===== src/include/pzc_pkg.sv =====
/*
 * Constants and types for the one-wire piezo enable controller.
 * Assumes a 100 MHz core clock.
 */
package pzc_pkg;
	localparam int unsigned CLK_HZ = 100_000_000;
	// ------------------------------------------------------------------
	// Shutdown timing
	// ------------------------------------------------------------------
	localparam int unsigned SHUTDOWN_TIMEOUT_MS = 15;
	localparam int unsigned SHUTDOWN_MIN_MS = 5;
	localparam int unsigned SHUTDOWN_MAX_MS = 50;
	localparam int unsigned SHUTDOWN_CYCLES =
		SHUTDOWN_TIMEOUT_MS * (CLK_HZ / 1000);
	localparam int unsigned CNT_W = 32;
	// ------------------------------------------------------------------
	// Pump mode encoding {pump_sel_a, pump_sel_b}
	// ------------------------------------------------------------------
	localparam logic [1:0] SEL_OFF = 2'h0;
	localparam logic [1:0] SEL_X1 = 2'h1;
	localparam logic [1:0] SEL_X2 = 2'h2;
	localparam logic [1:0] SEL_X3 = 2'h3;
	typedef enum logic [1:0] {
		PZC_PUMP_OFF,
		PZC_PUMP_X1,
		PZC_PUMP_X2,
		PZC_PUMP_X3
	} pzc_pump_type;
	typedef enum logic [1:0] {
		PZC_ST_OFF,
		PZC_ST_PUMP,
		PZC_ST_DRIVE
	} pzc_state_type;
endpackage : pzc_pkg


===== src/include/pzc_tmr_if.sv =====
/*
 * Interface between the controller and its low-time timer.
 * Assumes both ends share the core clock.
 */
`timescale 1ns/10ps
interface pzc_tmr_if;
	logic clear;
	logic low;
	logic expired;
	modport ctrl (output clear, output low, input expired);
	modport tmr (input clear, input low, output expired);
endinterface : pzc_tmr_if

===== src/core/pzc_ctrl.sv =====
/*
 * One-wire enable, drive and shutdown control for a piezo driver.
 * Assumes the one-wire input is synchronous to core_clk_i.
 */
`timescale 1ns/10ps
// Contract
// First rising edge turns pump on
// Second rising edge enables true output
// Inverted output complements, same cycle
// Single edge then high: pump only
// Disabled driver holds both outputs low
// Continuous low disables within 50 ms
// Timeout not under 5 ms, nominal 15
// After shutdown, restart from first edge
// Selects ignored while input low
// Selects choose off, 1x, 2x, 3x
// Host keeps low phases under 5 ms
// Low counter cleared on each rise
// States off, pump-only, driving
module pzc_ctrl #(
	parameter int unsigned TIMEOUT_CYCLES = pzc_pkg::SHUTDOWN_CYCLES
) (
	input wire logic core_clk_i, // Core clock, 100 MHz.
	input wire logic resetn_i, // Async reset, active low.
	input wire logic clk_en_i, // Clock enable, freezes state.
	input wire logic wire_in_i, // One-wire audio and enable input.
	input wire logic pump_sel_a_i, // Pump mode select a.
	input wire logic pump_sel_b_i, // Pump mode select b.
	output logic drive_out_true_o, // True driver output.
	output logic drive_out_inverted_o, // Inverted driver output.
	output logic pump_on_o, // Charge pump enabled.
	output pzc_pkg::pzc_pump_type pump_mode_o, // Boosted rail mode.
	output logic driver_en_o // Driver stage enabled.
);
	pzc_pkg::pzc_state_type st_q;
	pzc_pkg::pzc_state_type st_d;
	logic prev_q;
	logic prev_d;
	logic rise;
	pzc_pkg::pzc_pump_type mode_q;
	pzc_pkg::pzc_pump_type mode_d;
	logic t_q;
	logic t_d;
	logic n_q;
	logic n_d;
	pzc_tmr_if tif ();

	// ------------------------------------------------------------------
	// Edge detect and low timer
	// ------------------------------------------------------------------
	assign rise = wire_in_i && !prev_q;
	assign tif.clear = rise;
	assign tif.low = !wire_in_i;

	pzc_low_timer #(
		.TIMEOUT_CYCLES(TIMEOUT_CYCLES)
	) u_tmr (
		.core_clk_i(core_clk_i),
		.resetn_i(resetn_i),
		.clk_en_i(clk_en_i),
		.tmr(tif)
	);

	function automatic pzc_pkg::pzc_pump_type dec_mode(
		input logic a, input logic b);
		unique case ({a, b})
			pzc_pkg::SEL_OFF: dec_mode = pzc_pkg::PZC_PUMP_OFF;
			pzc_pkg::SEL_X1: dec_mode = pzc_pkg::PZC_PUMP_X1;
			pzc_pkg::SEL_X2: dec_mode = pzc_pkg::PZC_PUMP_X2;
			pzc_pkg::SEL_X3: dec_mode = pzc_pkg::PZC_PUMP_X3;
		endcase
	endfunction : dec_mode

	// ------------------------------------------------------------------
	// State and outputs
	// ------------------------------------------------------------------
	always_comb begin
		prev_d = wire_in_i;
		st_d = st_q;
		unique case (st_q)
			pzc_pkg::PZC_ST_OFF: begin
				if (rise) begin
					st_d = pzc_pkg::PZC_ST_PUMP;
				end
			end
			pzc_pkg::PZC_ST_PUMP: begin
				if (tif.expired) begin
					st_d = pzc_pkg::PZC_ST_OFF;
				end else if (rise) begin
					st_d = pzc_pkg::PZC_ST_DRIVE;
				end
			end
			pzc_pkg::PZC_ST_DRIVE: begin
				if (tif.expired) begin
					st_d = pzc_pkg::PZC_ST_OFF;
				end
			end
		endcase
		// Low phases are short while the host keeps to its spacing, so the
		// selects stay valid; a held low freezes the last mode until shutdown forces it off.
		mode_d = mode_q;
		if (wire_in_i) begin
			mode_d = dec_mode(pump_sel_a_i, pump_sel_b_i);
		end
		if (st_d == pzc_pkg::PZC_ST_OFF) begin
			mode_d = pzc_pkg::PZC_PUMP_OFF;
		end
		t_d = 1'b0;
		n_d = 1'b0;
		if (st_d == pzc_pkg::PZC_ST_DRIVE) begin
			t_d = wire_in_i;
			n_d = !wire_in_i;
		end
	end

	always_ff @(posedge core_clk_i or negedge resetn_i) begin
		if (!resetn_i) begin
			st_q <= pzc_pkg::PZC_ST_OFF;
			prev_q <= 1'b0;
			mode_q <= pzc_pkg::PZC_PUMP_OFF;
			t_q <= 1'b0;
			n_q <= 1'b0;
		end else if (clk_en_i) begin
			st_q <= st_d;
			prev_q <= prev_d;
			mode_q <= mode_d;
			t_q <= t_d;
			n_q <= n_d;
		end
	end

	assign drive_out_true_o = t_q;
	assign drive_out_inverted_o = n_q;
	assign pump_on_o = (st_q != pzc_pkg::PZC_ST_OFF) &&
		(mode_q != pzc_pkg::PZC_PUMP_OFF);
	assign pump_mode_o = mode_q;
	assign driver_en_o = (st_q == pzc_pkg::PZC_ST_DRIVE);
endmodule : pzc_ctrl


===== src/core/pzc_low_timer.sv =====
/*
 * Low-time counter for the one-wire input.
 * Assumes the controller pulses clear on every rising edge.
 */
`timescale 1ns/10ps
module pzc_low_timer #(
	parameter int unsigned TIMEOUT_CYCLES = pzc_pkg::SHUTDOWN_CYCLES
) (
	input wire logic core_clk_i, // Core clock.
	input wire logic resetn_i, // Async reset, active low.
	input wire logic clk_en_i, // Clock enable.
	pzc_tmr_if.tmr tmr // Timer side.
);
	logic [pzc_pkg::CNT_W-1:0] cnt_q;
	logic [pzc_pkg::CNT_W-1:0] cnt_d;
	logic exp_q;
	logic exp_d;

	always_comb begin
		cnt_d = cnt_q;
		exp_d = exp_q;
		if (tmr.clear || !tmr.low) begin
			cnt_d = '0;
			exp_d = 1'b0;
		end else if (cnt_q >= pzc_pkg::CNT_W'(TIMEOUT_CYCLES - 1)) begin
			exp_d = 1'b1;
		end else begin
			cnt_d = cnt_q + pzc_pkg::CNT_W'(1);
		end
	end

	always_ff @(posedge core_clk_i or negedge resetn_i) begin
		if (!resetn_i) begin
			cnt_q <= '0;
			exp_q <= 1'b0;
		end else if (clk_en_i) begin
			cnt_q <= cnt_d;
			exp_q <= exp_d;
		end
	end

	assign tmr.expired = exp_q;
endmodule : pzc_low_timer


===== config.mk =====
export PLATFORM = sky130hd
export DESIGN_NAME = pzc_ctrl
export DESIGN_NICKNAME = d
export VERILOG_FILES = /design/src/include/pzc_pkg.sv /design/src/include/pzc_tmr_if.sv /design/src/core/pzc_ctrl.sv /design/src/core/pzc_low_timer.sv
export SDC_FILE = /design/constraint.sdc
export NUM_CORES = 1
export LEC_CHECK = 0
export ABC_AREA = 1
export BUFFER_PORTS_ARGS = -buffer_cell sky130_fd_sc_hd__buf_2
export CORE_UTILIZATION = 50
export CTS_CLUSTER_DIAMETER = 50
export CTS_CLUSTER_SIZE = 24
export DETAILED_ROUTE_END_ITERATION = 6
export GPL_TIMING_DRIVEN = 0
export PLACE_DENSITY = 0.67
export SYNTH_ARGS = -nofsm -noshare
export SYNTH_HDL_FRONTEND = slang
export SYNTH_SLANG_ARGS = --single-unit

===== constraint.sdc =====
create_clock -name core_clk_i -period 2.2 [get_ports core_clk_i]
set_clock_uncertainty 0.05 [all_clocks]
set_input_delay 0.44 -clock core_clk_i [delete_from_list [all_inputs] [get_ports core_clk_i]]
set_output_delay 0.44 -clock core_clk_i [all_outputs]
set_load 0.02 [all_outputs]

==> reports/metrics.yaml <==
outcome: "finished, final reports clean"
wl_per_cell_um: 12.53
postCtsSetupRepairBufs: 0
syn_to_final_growth_pct: 9.637
clkTransAtPathRegs_ps: 80
nets: 351
synth_top_area_frac: 0.4331
hpwl_mm: 3.474
postRouteWirelength_mm: 4.938
clk_latency_ps: 290
synth-seq-cells: 40
crit_chain: "ha_1 > nand3_1 > inv_1 > nand2_1 > nand2_1 > nand2_1 > nand2_1 > nand2_2 > nand2_1 > nor2_1 > nand2_1 > nand2_1"
critPathKind: "reg -> reg"
antennaDiodeCount: 0
final_cell_mix: "nand2_1, dfrtp_1, inv_1"
rows: 24
antenna_found_initial: 0
yosys-top-cells-area: "dfrtp_1, nand2_1, nand3_1"
hp-class: "in -> async"
rsz0062_at_grt: "false"
grt_pass1_wl_mm: 8.535
first_pass_iters: 4
die_x_um: 69.99
max_freq_mhz: 522.0
finalSetupViolCount: 0
fin_setup_tns_ps: 0
period_minus_slack_ps: 1916
end_kind: "flip-flop"
synth_cell_types: 25
synth_warnings: 0
cts.path.max_buffers: 2
cp.arrival_ps: 2100
routed-via-count: 2022
via_per_inst: 5.132
cts_tree: "built"
fin_total_pwr_mw: 1.716
cts_resized: 0
hold_viol: 0
worstPathMaxFanout: 5
fin_crit_sh: 0.8707
n_fill_cell: 426
critPathMaxStageDelay_ps: 420
initial_core_util: 0.5271
cpMostUsedCell: "nand2_1"
ios: 12
grtUsageTotal: 0.2215
hold_buffers: 0
slew_violations: 0
htreeDepth: 2
layout-drive-gt1-share: 0.1170
p_leak_nw: 1.248
switchingPower_uw: 503.7
postSynthAreaPerCell_um2: 7.133
multi_input_area_um2: 1106
core_um2: 4384
yosysSeqAreaShare: 0.4331
final_common_cell: "nand2_1"
drc_errors: 0
cpMaxStageDelayCell: "dfrtp_1"
cts_buffers: 5
postPlaceCellArea_um2: 2426
ant_nets: 0
grt_max_degree: 41
cp.required_ps: 2380
die_h_um: 69.99
instances_no_fill: 394
grt_pass1_vias: 1851
power_density_nw_per_um2: 677.2
power_frac_comb: 0.185
slew_headroom: 0.4103
register_area_um2: 1001
p_int_mw: 1.212
yosys.area.top_type: "dfrtp_1"
p_sw_frac: 0.2936
p_seq_frac: 0.468
cp-start-kind: "flip-flop"
ir_drop_mv: 0.3887
maxCapViolCount: 0
grt_overflow: 0
clockRootBuffer: "clkbuf_8"
syn_nets: 334
worstMarginPinSlew_ps: 884.5
postLayoutCellArea_um2: 2534
drt_iter0_markers: 166
dieArea_um2: 4898
dp_cells: 386
gp_congestion: 0.8934
cts_sinks: 40
synth_area_um2: 2311
place.port_buffers: 10
clkPwrFrac: 0.346
synthesis.instances: 324
==> per-layer routing <==
layer / vias up / wire (um) / part of all wire / GRT usage
met5: - / 0 / 0 / 0
met4: 0 / 43 / 0.0087 / 0.06889
met3: 5 / 223 / 0.045 / 0.04040
met2: 46 / 2292 / 0.46 / 0.3579
met1: 922 / 2378 / 0.48 / 0.3024
li1: 1049 / - / - / -
==> synth_stat cells <==
library cell  instances
nand2_1             101
dfrtp_1              40
inv_1                39
nand3_1              37
nor2_1               35
o21ai_0              14
a21oi_1              12
nor2_2               12
nor3_1                7
ha_1                  4
clkbuf_1              3
a31oi_1               2
buf_4                 2
buf_6                 2
nand2_2               2
xnor2_1               2
xor2_1                2
buf_2                 1
inv_2                 1
nand2_4               1
nand3_4               1
nand4_1               1
nor2_4                1
nor4_1                1
o21a_1                1
==> worst max-delay path: cells and delay by family, from the launching register on <==
family | cells | cell delay [ps]
and+or+nand+nor | 10 | 1070
DFF | 1 | 420
adders and majority gates | 1 | 230
buffers and inverters | 1 | 70
==> path summary, 6_finish.rpt <==
path	from	to	slack, ps	cells after the start
max	u_tmr.cnt_q[0]$_DFFE_PN0P_	u_tmr.cnt_q[8]$_DFFE_PN0P_	280	12
min	resetn_i	u_tmr.cnt_q[30]$_DFFE_PN0P_	210	1
max reg2reg	u_tmr.cnt_q[0]$_DFFE_PN0P_	u_tmr.cnt_q[8]$_DFFE_PN0P_	280	12
min reg2reg	drive_out_true_o$_DFFE_PN0P_	drive_out_true_o$_DFFE_PN0P_	440	2
max in group asynchronous	resetn_i	u_tmr.cnt_q[22]$_DFFE_PN0P_	1320	1
min in group core_clk_i	pump_sel_a_i	pump_mode_o[1]$_DFFE_PN0P_	330	3
==> power groups by stage <==
stage          clock, mW  sequential [mW]  combinational [mW]
3_5_place_dp           0            0.818               0.320
3_3_place_gp           0            0.816               0.313
2_1_floorplan          0            0.833               0.204
4_1_cts            0.608            0.804               0.321
5_1_grt            0.642            0.810               0.359
6_report           0.594            0.804               0.318
==> final cells by class <==
cell class | count | area share
clock buffer | 6 | 0.02864
inverter | 40 | 0.05926
multi-input combinational | 236 | 0.4365
sequential | 40 | 0.3951
buffer | 8 | 0.02123
clock inverter | 2 | 0.01383
tap | 52 | 0.02568
timing repair buffer | 10 | 0.01975
==> registers in the layout, indices dropped and copies added (netlist names) <==
signal and count:
drive_out_inverted_o 1, drive_out_true_o 1, prev_q 1, pump_mode_o 2, st_q 2, u_tmr.cnt_q 32, u_tmr.tmr.expired 1
==> through the flow <==
stage,utilization,hold WS (ps),worst slack (ps)
global route,0.5779,291.3,67.96
finish,0.5779,205.3,284.4
CTS,0.5779,242.5,277.7
floorplan,-,94.41,597.1
global placement,0.5534,417.5,304.9
detailed placement,0.5534,426.8,306.4
==> cell families (layout without fill, tap and decap cells) <==
| family | count (synthesis) | count (layout) | synth area share |
|---|---|---|---|
| buf+inv | 48 | 66 | 0.08824 |
| compound gates | 29 | 29 | 0.06497 |
| flops | 40 | 40 | 0.4331 |
| xor+xnor | 4 | 4 | 0.01516 |
| simple gates | 199 | 199 | 0.3768 |
| fa+ha+maj | 4 | 4 | 0.02166 |
No activity file was read; power rests on OpenSTA's default activity.
